`src/verilog/fidp_regs.vh`:
```
// Purpose: Constants for the flash identity and power-down command block.
// Assumes: Included by the design file of this block and by the bench.
// Notes:   Times are in nanoseconds; cycle counts derive from a 4 ns clock.
`ifndef FIDP_REGS_VH
`define FIDP_REGS_VH

`define FIDP_CLK_NS          4
`define FIDP_OP_PWR_DOWN     8'hB9
`define FIDP_OP_RELEASE_ID   8'hAB
`define FIDP_OP_MFR_DEV_ID   8'h90
`define FIDP_OP_MFR_DEV_DUAL 8'h92
`define FIDP_OP_MFR_DEV_QUAD 8'h94
`define FIDP_OP_UNIQUE_ID    8'h4B
`define FIDP_OP_IDENTITY     8'h9F
`define FIDP_OP_RESET_EN     8'h66
`define FIDP_OP_RESET        8'h99
`define FIDP_PD_ENTRY_NS     3000
`define FIDP_RELEASE_NS      3000
`define FIDP_RELEASE_ID_NS   3000
`define FIDP_PD_ENTRY_CYC    ((`FIDP_PD_ENTRY_NS) / `FIDP_CLK_NS)
`define FIDP_RELEASE_CYC     ((`FIDP_RELEASE_NS + `FIDP_CLK_NS - 1) / `FIDP_CLK_NS)
`define FIDP_RELEASE_ID_CYC  ((`FIDP_RELEASE_ID_NS + `FIDP_CLK_NS - 1) / `FIDP_CLK_NS)
`define FIDP_RELEASE_ID_DUMMY 24
`define FIDP_UNIQUE_DUMMY    32
`define FIDP_ADDR_BITS       24
`define FIDP_MODE_BITS       8
`define FIDP_QUAD_DUMMY_CLK  4

`endif

```
`src/verilog/fidp_sync.v`:
```
// Purpose: Two flip-flop synchroniser for a bus of pin inputs.
// Assumes: Inputs come from outside the clk_i domain.
// Notes:   The first stage feeds only the second stage.
`default_nettype none

module fidp_sync #(
  parameter W = 6
) (
  input  wire         clk_i,
  input  wire         rst_i,
  input  wire [W-1:0] d_i,
  input  wire [W-1:0] rst_val_i,
  output reg  [W-1:0] q_o
);
  reg [W-1:0] meta_q;

  // The reset value comes from a constant at the instance.
  always @(posedge clk_i) begin
    if (rst_i) begin
      meta_q <= rst_val_i;
      q_o    <= rst_val_i;
    end else begin
      meta_q <= d_i;
      q_o    <= meta_q;
    end
  end
endmodule // fidp_sync

`default_nettype wire

```
`src/verilog/fidp_flash_id.v`:
```
// Purpose: Power-down entry and release and the identity reads of a serial flash.
// Assumes: Serial clock, chip select and data pins are oversampled by clk_i.
// Notes:   Input is sampled on rising serial clock edges, output changes on falling.
`default_nettype none
`include "fidp_regs.vh"

// Behaviour
// - Enter power-down within entry time after deselect
// - Power-down only if deselected after eighth bit
// - Power-down accepts only release and resets
// - Start in normal mode after reset
// - Release alone resumes after release time
// - Release/ID with three dummies streams device ID
// - Release with ID waits release-with-ID time
// - Release/ID ignored while busy
// - Single ID read returns maker then device
// - Address one swaps order; bytes alternate continuously
// - Dual ID read: two bits per clock
// - Quad ID read: four bits, four dummy clocks
// - Unique read: four dummy bytes, 128 bits
// - Unique number fixed, read-only
// - Identity read: maker, type, capacity
// - Dual, quad, unique only in serial mode
// - Power, release/ID, single maker/device and identity opcodes in both modes
module fidp_flash_id #(
  parameter [7:0]   MFR_ID     = 8'h5A,  // Arbitrary value.
  parameter [7:0]   DEV_ID     = 8'h16,  // Arbitrary value.
  parameter [7:0]   MEM_TYPE   = 8'h40,  // Arbitrary value.
  parameter [7:0]   CAPACITY   = 8'h17,  // Arbitrary value.
  parameter [127:0] UNIQUE_ID  = 128'h0123456789ABCDEFFEDCBA9876543210,  // Arbitrary value.
  parameter integer PD_CYC     = `FIDP_PD_ENTRY_CYC,
  parameter integer REL_CYC    = `FIDP_RELEASE_CYC,
  parameter integer REL_ID_CYC = `FIDP_RELEASE_ID_CYC
) (
  input  wire       clk_i,
  input  wire       rst_i,
  input  wire       cs_n_i,
  input  wire       sclk_i,
  input  wire [3:0] io_i,
  output reg  [3:0] io_o,
  output reg  [3:0] io_oe_n_o,
  input  wire       quad_mode_i,
  input  wire       busy_i,
  input  wire       hw_reset_n_i,
  output wire       powered_down_o,
  output wire       ready_o,
  output wire       soft_reset_o
);
  localparam [2:0] ST_OPCODE = 3'd0;
  localparam [2:0] ST_ADDR   = 3'd1;
  localparam [2:0] ST_DUMMY  = 3'd2;
  localparam [2:0] ST_OUT    = 3'd3;
  localparam [2:0] ST_IGNORE = 3'd4;

  localparam [1:0] PW_NORMAL = 2'd0;
  localparam [1:0] PW_ENTER  = 2'd1;
  localparam [1:0] PW_DOWN   = 2'd2;
  localparam [1:0] PW_WAKE   = 2'd3;

  localparam [2:0] RD_NONE = 3'd0;
  localparam [2:0] RD_DEV  = 3'd1;
  localparam [2:0] RD_MFR  = 3'd2;
  localparam [2:0] RD_UNQ  = 3'd3;
  localparam [2:0] RD_JED  = 3'd4;

  wire [5:0] pins_s;
  fidp_sync #(
    .W (6)
  ) u_sync (
    .clk_i     (clk_i),
    .rst_i     (rst_i),
    .d_i       ({cs_n_i, sclk_i, io_i}),
    .rst_val_i (6'h30),
    .q_o       (pins_s)
  );

  wire       cs_n_s = pins_s[5];
  wire       sclk_s = pins_s[4];
  wire [3:0] io_s   = pins_s[3:0];

  reg         sclk_q;
  reg         cs_n_q;
  reg  [2:0]  st_q;
  reg  [1:0]  pw_q;
  reg  [2:0]  rd_q;
  reg  [2:0]  width_q;
  reg  [7:0]  opc_q;
  reg  [7:0]  cnt_q;
  reg  [23:0] addr_q;
  reg  [6:0]  bit_q;
  reg         swap_q;
  reg         rel_id_q;
  reg         rst_en_q;
  reg         soft_rst_q;
  reg  [15:0] tmr_q;

  // Edges are found on the synchronised copies, so every action trails the pin by about
  // three clocks; the serial clock must stay well below a sixth of clk_i for that reason.
  wire sclk_rise = sclk_s & ~sclk_q;
  wire sclk_fall = ~sclk_s & sclk_q;
  wire cs_rise   = cs_n_s & ~cs_n_q;
  wire in_pd     = (pw_q == PW_DOWN);

  // Bits entered per serial clock in the opcode phase.
  wire [2:0] cmd_w = quad_mode_i ? 3'd4 : 3'd1;
  wire [7:0] opc_shift = (cmd_w == 3'd4) ? {opc_q[3:0], io_s} : {opc_q[6:0], io_s[0]};
  wire [7:0] opc_bits  = cnt_q + {5'h00, cmd_w};

  // Byte of the stream that currently sits on the output lines.
  reg [7:0] out_byte;
  always @* begin
    out_byte = 8'h00;
    case (rd_q)
      RD_DEV: out_byte = DEV_ID;
      RD_MFR: out_byte = (bit_q[3] ^ swap_q) ? DEV_ID : MFR_ID;
      RD_JED: out_byte = (bit_q[4:3] == 2'd0) ? MFR_ID :
                         (bit_q[4:3] == 2'd1) ? MEM_TYPE : CAPACITY;
      default: out_byte = 8'h00;
    endcase
  end

  // The unique number is a parameter, so no command path can write it.
  wire [127:0] unq_rot = UNIQUE_ID << bit_q;
  wire [7:0]   cur_byte = (rd_q == RD_UNQ) ? unq_rot[127:120] : (out_byte << bit_q[2:0]);

  // Command decode at the eighth opcode bit; decode honours the mode restrictions.
  reg [2:0] nxt_st;
  reg [2:0] nxt_rd;
  reg [2:0] nxt_w;
  reg [7:0] nxt_cnt;
  always @* begin
    nxt_st  = ST_IGNORE;
    nxt_rd  = RD_NONE;
    nxt_w   = cmd_w;
    nxt_cnt = 8'h00;
    if (in_pd) begin
      if (opc_shift == `FIDP_OP_RELEASE_ID && !busy_i) begin
        nxt_st  = ST_DUMMY;
        nxt_rd  = RD_DEV;
        nxt_cnt = 8'd`FIDP_RELEASE_ID_DUMMY;
      end
    end else begin
      case (opc_shift)
        `FIDP_OP_RELEASE_ID: if (!busy_i) begin
          nxt_st  = ST_DUMMY;
          nxt_rd  = RD_DEV;
          nxt_cnt = 8'd`FIDP_RELEASE_ID_DUMMY;
        end
        `FIDP_OP_MFR_DEV_ID: begin
          nxt_st  = ST_ADDR;
          nxt_rd  = RD_MFR;
          nxt_cnt = 8'd`FIDP_ADDR_BITS;
        end
        `FIDP_OP_MFR_DEV_DUAL: if (!quad_mode_i) begin
          nxt_st  = ST_ADDR;
          nxt_rd  = RD_MFR;
          nxt_w   = 3'd2;
          nxt_cnt = 8'd`FIDP_ADDR_BITS + 8'd`FIDP_MODE_BITS;
        end
        `FIDP_OP_MFR_DEV_QUAD: if (!quad_mode_i) begin
          nxt_st  = ST_ADDR;
          nxt_rd  = RD_MFR;
          nxt_w   = 3'd4;
          nxt_cnt = 8'd`FIDP_ADDR_BITS + 8'd`FIDP_MODE_BITS + 8'd16;
        end
        `FIDP_OP_UNIQUE_ID: if (!quad_mode_i) begin
          nxt_st  = ST_DUMMY;
          nxt_rd  = RD_UNQ;
          nxt_cnt = 8'd`FIDP_UNIQUE_DUMMY;
        end
        `FIDP_OP_IDENTITY: begin
          nxt_st  = ST_OUT;
          nxt_rd  = RD_JED;
        end
        default: nxt_st = ST_IGNORE;
      endcase
    end
  end

  // Input bits per serial clock in the address and dummy phases follow width_q from the decode.
  wire [7:0] in_step = {5'h00, width_q};

  always @(posedge clk_i) begin
    if (rst_i) begin
      sclk_q     <= 1'b0;
      cs_n_q     <= 1'b1;
      st_q       <= ST_OPCODE;
      pw_q       <= PW_NORMAL;
      rd_q       <= RD_NONE;
      width_q    <= 3'd1;
      opc_q      <= 8'h00;
      cnt_q      <= 8'h00;
      addr_q     <= 24'h000000;
      bit_q      <= 7'h00;
      swap_q     <= 1'b0;
      rel_id_q   <= 1'b0;
      rst_en_q   <= 1'b0;
      soft_rst_q <= 1'b0;
      tmr_q      <= 16'h0000;
      io_o       <= 4'h0;
      io_oe_n_o  <= 4'hF;
    end else begin
      sclk_q     <= sclk_s;
      cs_n_q     <= cs_n_s;
      soft_rst_q <= 1'b0;
      if (!hw_reset_n_i) begin
        // A hardware reset leaves power-down at once and aborts any frame.
        pw_q      <= PW_NORMAL;
        // A frame still selected stays ignored; an idle bus is ready for the next opcode.
        st_q      <= cs_n_s ? ST_OPCODE : ST_IGNORE;
        cnt_q     <= 8'h00;
        opc_q     <= 8'h00;
        tmr_q     <= 16'h0000;
        rst_en_q  <= 1'b0;
        io_oe_n_o <= 4'hF;
      end else if (cs_n_s) begin
        io_oe_n_o <= 4'hF;
        if (cs_rise) begin
          st_q  <= ST_OPCODE;
          cnt_q <= 8'h00;
          opc_q <= 8'h00;
          // Power-down is taken only when the frame ended right after the opcode.
          if (pw_q == PW_NORMAL && st_q == ST_IGNORE && opc_q == `FIDP_OP_PWR_DOWN
              && cnt_q == 8'd8) begin
            pw_q  <= PW_ENTER;
            tmr_q <= PD_CYC[15:0];
          end else if (in_pd && st_q == ST_DUMMY && rd_q == RD_DEV) begin
            // Release alone: the frame ended before the dummy bytes were done, so no identifier streamed.
            pw_q  <= PW_WAKE;
            tmr_q <= (rel_id_q ? REL_ID_CYC[15:0] : REL_CYC[15:0]);
          end else if (in_pd && st_q == ST_OUT && rd_q == RD_DEV) begin
            pw_q  <= PW_WAKE;
            tmr_q <= REL_ID_CYC[15:0];
          end
          if (st_q == ST_IGNORE && opc_q == `FIDP_OP_RESET_EN && cnt_q == 8'd8)
            rst_en_q <= 1'b1;
          else if (st_q == ST_IGNORE && opc_q == `FIDP_OP_RESET && cnt_q == 8'd8
                   && rst_en_q) begin
            rst_en_q   <= 1'b0;
            soft_rst_q <= 1'b1;
            pw_q       <= PW_NORMAL;
          end else
            rst_en_q <= 1'b0;
          rel_id_q <= 1'b0;
        end else if (tmr_q != 16'h0000) begin
          tmr_q <= tmr_q - 16'h0001;
        end else if (pw_q == PW_ENTER) begin
          pw_q <= PW_DOWN;
        end else if (pw_q == PW_WAKE) begin
          pw_q <= PW_NORMAL;
        end
      end else if (pw_q == PW_NORMAL || pw_q == PW_DOWN) begin
        if (sclk_rise) begin
          case (st_q)
            ST_OPCODE: begin
              opc_q <= opc_shift;
              cnt_q <= opc_bits;
              if (opc_bits == 8'd8) begin
                // Counting on past the eighth bit exposes a late deselect.
                st_q    <= nxt_st;
                rd_q    <= nxt_rd;
                width_q <= nxt_w;
                swap_q  <= 1'b0;
                bit_q   <= 7'h00;
                addr_q  <= 24'h000000;
                if (nxt_st != ST_IGNORE)
                  cnt_q <= nxt_cnt;
              end
            end
            ST_ADDR: begin
              if (width_q == 3'd4)
                addr_q <= {addr_q[19:0], io_s};
              else if (width_q == 3'd2)
                addr_q <= {addr_q[21:0], io_s[1:0]};
              else
                addr_q <= {addr_q[22:0], io_s[0]};
              // Address bits are followed by mode bits and dummies in one count.
              // For the quad ID read the address is complete once only mode bits and
              // dummy clocks remain, so its low bit is picked up from the shifter there.
              if (cnt_q == 8'd`FIDP_MODE_BITS + 8'd16 && width_q == 3'd4
                  && opc_q == `FIDP_OP_MFR_DEV_QUAD)
                swap_q <= addr_q[0];
              if (cnt_q <= in_step) begin
                st_q <= ST_OUT;
                // Plain ID reads end on the address, so the last lane sampled holds its low bit.
                if (width_q == 3'd1)
                  swap_q <= io_s[0];
                else if (width_q == 3'd4 && opc_q == `FIDP_OP_MFR_DEV_ID)
                  swap_q <= io_s[0];
                else if (width_q == 3'd2 && cnt_q > 8'd`FIDP_MODE_BITS)
                  swap_q <= io_s[0];
              end else begin
                cnt_q <= cnt_q - in_step;
                if (width_q == 3'd2 && cnt_q == 8'd`FIDP_MODE_BITS + 8'd2)
                  swap_q <= io_s[0];
              end
            end
            ST_DUMMY: begin
              if (cnt_q <= in_step) begin
                st_q     <= ST_OUT;
                rel_id_q <= in_pd;
              end else
                cnt_q <= cnt_q - in_step;
            end
            ST_OUT, ST_IGNORE: cnt_q <= (cnt_q == 8'hFF) ? cnt_q : cnt_q + 8'h01;
            default: st_q <= ST_IGNORE;
          endcase
        end
        if (sclk_fall && st_q == ST_OUT) begin
          io_oe_n_o <= (width_q == 3'd4) ? 4'h0 : (width_q == 3'd2) ? 4'hC : 4'hD;
          if (width_q == 3'd4)
            io_o <= cur_byte[7:4];
          else if (width_q == 3'd2)
            io_o <= {2'b00, cur_byte[7:6]};
          else
            io_o <= {2'b00, cur_byte[7], 1'b0};
          // Identity bytes wrap so output repeats until deselect.
          if (rd_q == RD_JED && bit_q + {4'h0, width_q} >= 7'd24)
            bit_q <= 7'h00;
          else if (rd_q == RD_DEV && bit_q + {4'h0, width_q} >= 7'd8)
            bit_q <= 7'h00;
          else if (rd_q == RD_MFR && bit_q + {4'h0, width_q} >= 7'd16)
            bit_q <= 7'h00;
          else
            bit_q <= bit_q + {4'h0, width_q};
        end
      end
    end
  end

  assign powered_down_o = in_pd;
  assign ready_o        = (pw_q == PW_NORMAL) || (pw_q == PW_DOWN);
  assign soft_reset_o   = soft_rst_q;
endmodule // fidp_flash_id

`default_nettype wire

```
`config.mk`:
```
export PLATFORM = sky130hd
export DESIGN_NAME = fidp_flash_id
export DESIGN_NICKNAME = d
export VERILOG_FILES = /design/src/verilog/fidp_sync.v /design/src/verilog/fidp_flash_id.v
export VERILOG_INCLUDE_DIRS = /design/src /design/src/verilog
export SDC_FILE = /design/constraint.sdc
export NUM_CORES = 1
export LEC_CHECK = 0
export ABC_AREA = 0
export BUFFER_PORTS_ARGS = -buffer_cell sky130_fd_sc_hd__buf_4
export CORE_MARGIN = 2
export CORE_UTILIZATION = 40
export CTS_CLUSTER_SIZE = 14
export DETAILED_ROUTE_END_ITERATION = 16
export GPL_TIMING_DRIVEN = 1
export MAX_ROUTING_LAYER = met4
export PLACE_DENSITY = 0.65
export SYNTH_ARGS = -nofsm -noshare
export SYNTH_HDL_FRONTEND = slang
export SYNTH_SLANG_ARGS = --single-unit
```
`constraint.sdc`:
```
create_clock -name clk_i -period 4 [get_ports clk_i]
set_input_delay 0.8 -clock clk_i [delete_from_list [all_inputs] [get_ports clk_i]]
set_output_delay 0.8 -clock clk_i [all_outputs]
set_load 0.005 [all_outputs]
```
* Word-level counts from Yosys, hierarchy flattened
Index checks and enable logic that the tools add are counted.
** Storage, ports and cells
- Output and inout port bits :: 11
- Logic and storage cells :: 229
- Register bits after elaboration :: 76
- Input bits :: 11
** Operators by class
- Shift operators :: 2
- Muxes and demuxes :: 88
- Order comparisons :: 5
- Reduce and logical (&&, ||, !) cells :: 56
- Equal/unequal tests :: 45
- Add/subtract/negate cells :: 5
- Bitwise gates (word level) :: 10
** Operator list (number)
- $shl 121x7->128 const A :: 1
- $mux 8 :: 15
- $eq 8x8->1 const B :: 10
- $mux 16 :: 5
- $mux 7 :: 10
- $mux 3 :: 17
- $pmux 3 s5 :: 2
- $reduce_and 6->1 :: 5
- $eq 8x4->1 const B :: 3
- $pmux 6 s4 :: 1
- $pmux 8 s3 :: 1
- $logic_and 1x1->1 :: 22
- $mux 2 :: 11
- $pmux 7 s3 :: 1
- $eq 8x7->1 const B :: 2
- $reduce_bool 16->1 :: 1
- $reduce_bool 2->1 :: 8
- $sub 16x1->16 const B :: 1
- $eq 3x2->1 const B :: 5
- $mux 1 :: 15
- $ge 7x5->1 const B :: 2
- $eq 3x3->1 const B :: 4
- $mux 6 :: 2
- $mux 5 :: 2
- other kinds (38) :: 65

* Longest topological paths before layout
- Depth after elaboration :: 14
- Mapped depth :: 14
- Depth with buffers taken out :: 10

* Modules after synthesis
Synthesis repeated with hierarchy kept, for this count alone.
** Unflattened totals
- Cells, all modules :: 760
- Area, all modules :: 6004.5 sq um
** By module, submodules not included
- fidp_flash_id :: sequential area each 1261.2 sq um, area each 5580.4 sq um, times used 1, cells an instance 735
- fidp_sync :: sequential area each 240.2 sq um, area each 424.2 sq um, times used 1, cells an instance 25

* Worst setup path before layout
OpenSTA, ideal clock, no wires.
- Path kind :: input -> register
- From :: input quad_mode_i
- To :: register st_q[1]
- Library setup time :: 121 ps
- Path slack :: 774 ps
- Path buffers :: 3
- Stages :: 12
- Arrival time :: 3105 ps
- Required time :: 3879 ps
- Cells stage by stage :: buf_2 -> buf_6 -> buf_2 -> inv_1 -> ha_1 -> ha_1 -> a21oi_1 -> xnor2_1 -> o22ai_1 -> nand2_1 -> o2111ai_1 -> mux2_2
** On the way
- Cells in the longest elaborated chain, start to end :: 13
- Elaborated cells on any way between the ends :: 25
- Classes of those cells :: add/sub (1); eq/ne (9); mux (12); reduce/logical (3)
** RTL lines
- start: declaration :: RTL line fidp_flash_id.v:42 : input wire quad_mode_i,
- $mux 3 :: RTL line fidp_flash_id.v:105 : wire [2:0] cmd_w = quad_mode_i ? 3'd4 : 3'd1;
- $eq 3x3->1 :: RTL line fidp_flash_id.v:106 : wire [7:0] opc_shift = (cmd_w == 3'd4) ? {opc_q[3:0], io_s} : {opc_q[6:0], io_s[0]};
- $mux 8 :: RTL line fidp_flash_id.v:106
- $eq 8x8->1 :: RTL line fidp_flash_id.v:143 : case (opc_shift)
- $reduce_or 2->1 (no source line) / $logic_and 1x1->1 (equally long branches)
- $pmux 3 s5 / $mux 3 (equally long branches) :: RTL line fidp_flash_id.v:143, fidp_flash_id.v:137
- $mux 3 :: RTL line fidp_flash_id.v:136 : if (in_pd) begin
- $mux 3 :: RTL line fidp_flash_id.v:258 : if (opc_bits == 8'd8) begin
- $pmux 3 s3 :: RTL line fidp_flash_id.v:254 : case (st_q)
- $mux 3 :: RTL line fidp_flash_id.v:253 : if (sclk_rise) begin
- $mux 3 :: RTL line fidp_flash_id.v:252 : end else if (pw_q == PW_NORMAL || pw_q == PW_DOWN) begin
- $mux 3 :: RTL line fidp_flash_id.v:216 : end else if (cs_n_s) begin
- $mux 3 :: RTL line fidp_flash_id.v:206 : if (!hw_reset_n_i) begin
- end signal: assignment :: RTL line fidp_flash_id.v:210 : st_q <= cs_n_s ? ST_OPCODE : ST_IGNORE;
- end signal: assignment :: RTL line fidp_flash_id.v:260 : st_q <= nxt_st;
- end: declaration :: RTL line fidp_flash_id.v:83 : reg [2:0] st_q;
Several ways; a longest one is shown, not always the timed one. The select of a mux whose other input is x is not followed.
A chain may end at the register's enable or synchronous reset.

* Final worst setup path
- From :: input quad_mode_i
- To :: register bit_q[4]
** On the way
- Cells in the longest elaborated chain, start to end :: 5
** RTL lines
- $mux 3 :: RTL line fidp_flash_id.v:105
- $add 8x3->8 :: RTL line fidp_flash_id.v:107 : wire [7:0] opc_bits = cnt_q + {5'h00, cmd_w};
- $eq 8x4->1 :: RTL line fidp_flash_id.v:258
- $reduce_bool 2->1 (no source line)
- $reduce_and 6->1 (no source line)
- end signal: assignment :: RTL line fidp_flash_id.v:325 : bit_q <= bit_q + {4'h0, width_q};
- end: declaration :: RTL line fidp_flash_id.v:90 : reg [6:0] bit_q;
Every way passes these cells.

==> results.sh <==
export IMPL_status="complete, no violations"
export IMPL_io_buffers=21
export IMPL_final_area_sq_um=6590
export IMPL_synth_top_family_by_area="simple AND/OR/NAND/NOR gates"
export IMPL_fillers=1493
export IMPL_synth_mux_area_frac=0.0384
export IMPL_worst_pin_slew_ns=0.902
export IMPL_synth_top_area_frac=0.248
export IMPL_syn_area_per_cell_sq_um=7.77
export IMPL_layout_nets=799
export IMPL_powerDensity_nw_per_um2=399
export IMPL_core_sq_um=14600
export IMPL_cts_hold_buf=0
export IMPL_drive_gt1_frac=0.110
export IMPL_vias=5881
export IMPL_synth_edf_count=0
export IMPL_syn_to_final_growth_pct=8.80
export IMPL_required_ns=4.24
export IMPL_ys_seq_elements=75
export IMPL_synth_simple_area_share=0.308
export IMPL_synthXorXnorAreaFrac=0.0361
export IMPL_yosys_top_cells_count="81 x nor2_1, 75 x dfxtp_1, 56 x nand2_1"
export IMPL_clk_transition_reported_paths_ns=0.06
export IMPL_worstHoldPathType="reg -> reg"
export IMPL_intPower_uw=1730
export IMPL_io_pins=22
export IMPL_gr_total_overflow=0
export IMPL_cts_resized=0
export IMPL_cts_root_buf="clkbuf_16"
export IMPL_grt_pass1_wl_mm=27.8
export IMPL_synthCells=780
export IMPL_post_cts_setup_buffer_count=0
export IMPL_dp_hpwl_mm=12.0
export IMPL_synth_top_area_cell="dfxtp_1"
export IMPL_finalHoldViolCount=0
export IMPL_clk_path_buf_depth=2
export IMPL_finalClockSkew_ns=0.00560
export IMPL_remaining_drc_errors=0
export IMPL_fin_tns_setup_ns=0
export IMPL_cts_sinks=75
export IMPL_viasPerCell=6.15
export IMPL_p_comb_frac=0.333
export IMPL_antenna_found_initial=0
export IMPL_syn_num_nets=811
export IMPL_max_slew_margin_rel=0.398
export IMPL_start_kind="primary input"
export IMPL_worstSetupPathType="in -> reg"
export IMPL_cp_max_fo=26
export IMPL_timing_fmax_mhz=305
export IMPL_gp_congestion=0.903
export IMPL_cp_data_arrival_time_ns=3.52
export IMPL_swShare=0.344
export IMPL_drt_total_wl_mm=16.7
export IMPL_p_leak_uw=0.00248
export IMPL_num_rows=44
export IMPL_grt_max_degree=41
export IMPL_crit_path_end_kind="flip-flop"
export IMPL_antennaDiodeCount=0
export IMPL_rsz0062_at_grt="false"
export IMPL_die_width_um=127
export IMPL_synth_compound_area_share=0.263
export IMPL_min_period_ns=3.28
export IMPL_grt_pass1_vias=5292
export IMPL_peakVddDrop_mv=0.673
export IMPL_yosysMostFrequentCell="nor2_1"
export IMPL_die_y_um=127
export IMPL_cts_buffers=9
export IMPL_cap_violations=0
export IMPL_dieArea_sq_um=16100
export IMPL_grt_usage=0.216
export IMPL_synthAdderAreaFrac=0.0454
export IMPL_start_util=0.414
export IMPL_clkPwrFrac=0.318
export IMPL_clock_latency_ns=0.34
export IMPL_cts_tree="done"
export IMPL_htree_levels=3
export IMPL_maxSlewViolCount=0
export IMPL_ys_seq_area_frac=0.248
export IMPL_synthesis_area_sq_um=6060
export IMPL_power_frac_seq=0.349
export IMPL_setup_viol_count_final=0
export IMPL_place_area_sq_um=6280
export IMPL_drtAntennaViolNets=0
export IMPL_synth_area_top_cells="dfxtp_1 25%, nor2_1 5.0%, ha_1 3.7%"
export IMPL_switchingPower_uw=906
export IMPL_synthArstFlopShare=0
export IMPL_yosysWarnings=0
export IMPL_first_pass_iters=5
export IMPL_drt_iter0_drc=489
export IMPL_wl_per_cell_um=17.4
export IMPL_fin_crit_sh=0.820
export IMPL_synth_flop_cell="dfxtp_1"
export IMPL_synthDistinctLibCells=97
==> cell type report <==
| cell class | count | area (sq um) | area share |
|---|---|---|---|
| clock buffers | 10 | 239 | 0.0363 |
| clock inverters | 6 | 72.6 | 0.0110 |
| inverters | 21 | 78.8 | 0.0120 |
| multi-input cells | 623 | 4180 | 0.635 |
| flip-flops and latches | 75 | 1500 | 0.228 |
| well taps | 184 | 230 | 0.0349 |
| repair buffers | 38 | 285 | 0.0433 |
==> cells by family (layout without fill, tap and decap cells) <==
logic type	Yosys count	after routing
flip-flops	75	75
adder cells (fa/ha/maj)	21	21
multiplexers	22	22
buffers and inverters	82	75
XOR/XNOR	25	25
AO/OA/AOI/OAI	222	222
AND/OR/NAND/NOR	333	333
==> worst max-delay path: stages <==
cell     delay, ns
buf_4         0.26
inv_1         0.14
ha_1          0.24
ha_1          0.22
a21oi_1       0.35
xnor2_1       0.11
o22ai_1       0.24
and3_1        0.53
nor2_1        0.10
or2_1         0.29
o41ai_1       0.23
==> cells in the final DEF, fill, tap and decap left out, types with 7 or more instances in the layout <==
cell        n
or2_2       7
a21oi_1    40
buf_4      38
a211oi_1   11
o21a_1      9
nand2_1    56
nor4_1      7
dfxtp_1    75
clkbuf_16   9
nand4_1     7
nand3_1    29
ha_1       18
inv_1      20
o31ai_1     9
nand2b_1   16
xor2_1     13
mux2i_1    14
and2_1      8
o211ai_1   10
and3_1     13
o22a_1      7
nor3_1     28
nor2b_1    25
a31oi_1    15
nor2_1     81
o21ai_0    28
a21o_1      7
xnor2_1    12
==> worst paths after layout <==
path	slack, ns	start	depth (start not counted)	endpoint
min	0.41	u_sync.meta_q[5]	1	u_sync.q_o[5]
max	0.72	quad_mode_i	11	bit_q[4]
max reg2reg	0.98	width_q[2]	9	cnt_q[6]
min reg2reg	0.41	u_sync.meta_q[5]	1	u_sync.q_o[5]
==> metrics by stage <==
| stage | power (uW) | cells | utilization | hold WS, ns | worst slack (ns) |
|---|---|---|---|---|---|
| after global routing | 2830 | 957 | 0.450 | 0.430 | 0.477 |
| final | 2630 | 957 | 0.450 | 0.406 | 0.719 |
| after floorplan | 1680 | 780 | - | 0.389 | 0.774 |
| after global placement | 1790 | 941 | 0.429 | 0.393 | 0.494 |
| after detailed placement | 1800 | 941 | 0.429 | 0.393 | 0.424 |
| after CTS | 2660 | 957 | 0.450 | 0.407 | 0.783 |
==> power by group through the flow <==
| stage | Combinational, uW | Clock, uW | Sequential, uW |
|---|---|---|---|
| after floorplan | 769 | 0 | 909 |
| after global placement | 864 | 0 | 931 |
| after detailed placement | 868 | 0 | 930 |
| after CTS | 882 | 860 | 915 |
| after global routing | 1010 | 893 | 929 |
| final | 877 | 838 | 917 |
==> metal layers <==
metal  track usage  vias up  wire (um)
met3        0.0297       16        966
met5             -        -          0
met2         0.330      214       7590
met1         0.300     2771       7920
met4        0.0588        0        223
li1              -     2880          -
==> sequential cells by signal (all words and copies together), names as in the netlist <==
register       flops
opc_q              8
cnt_q              8
u_sync.meta_q      6
swap_q             1
rst_en_q           1
tmr_q             16
rd_q               3
io_oe_n_o          3
sclk_q             1
bit_q              7
st_q               3
soft_reset_o       1
pw_q               2
width_q            3
io_o               4
u_sync.q_o         6
addr_q             1
cs_n_q             1
(Power assumes the default switching activity.)
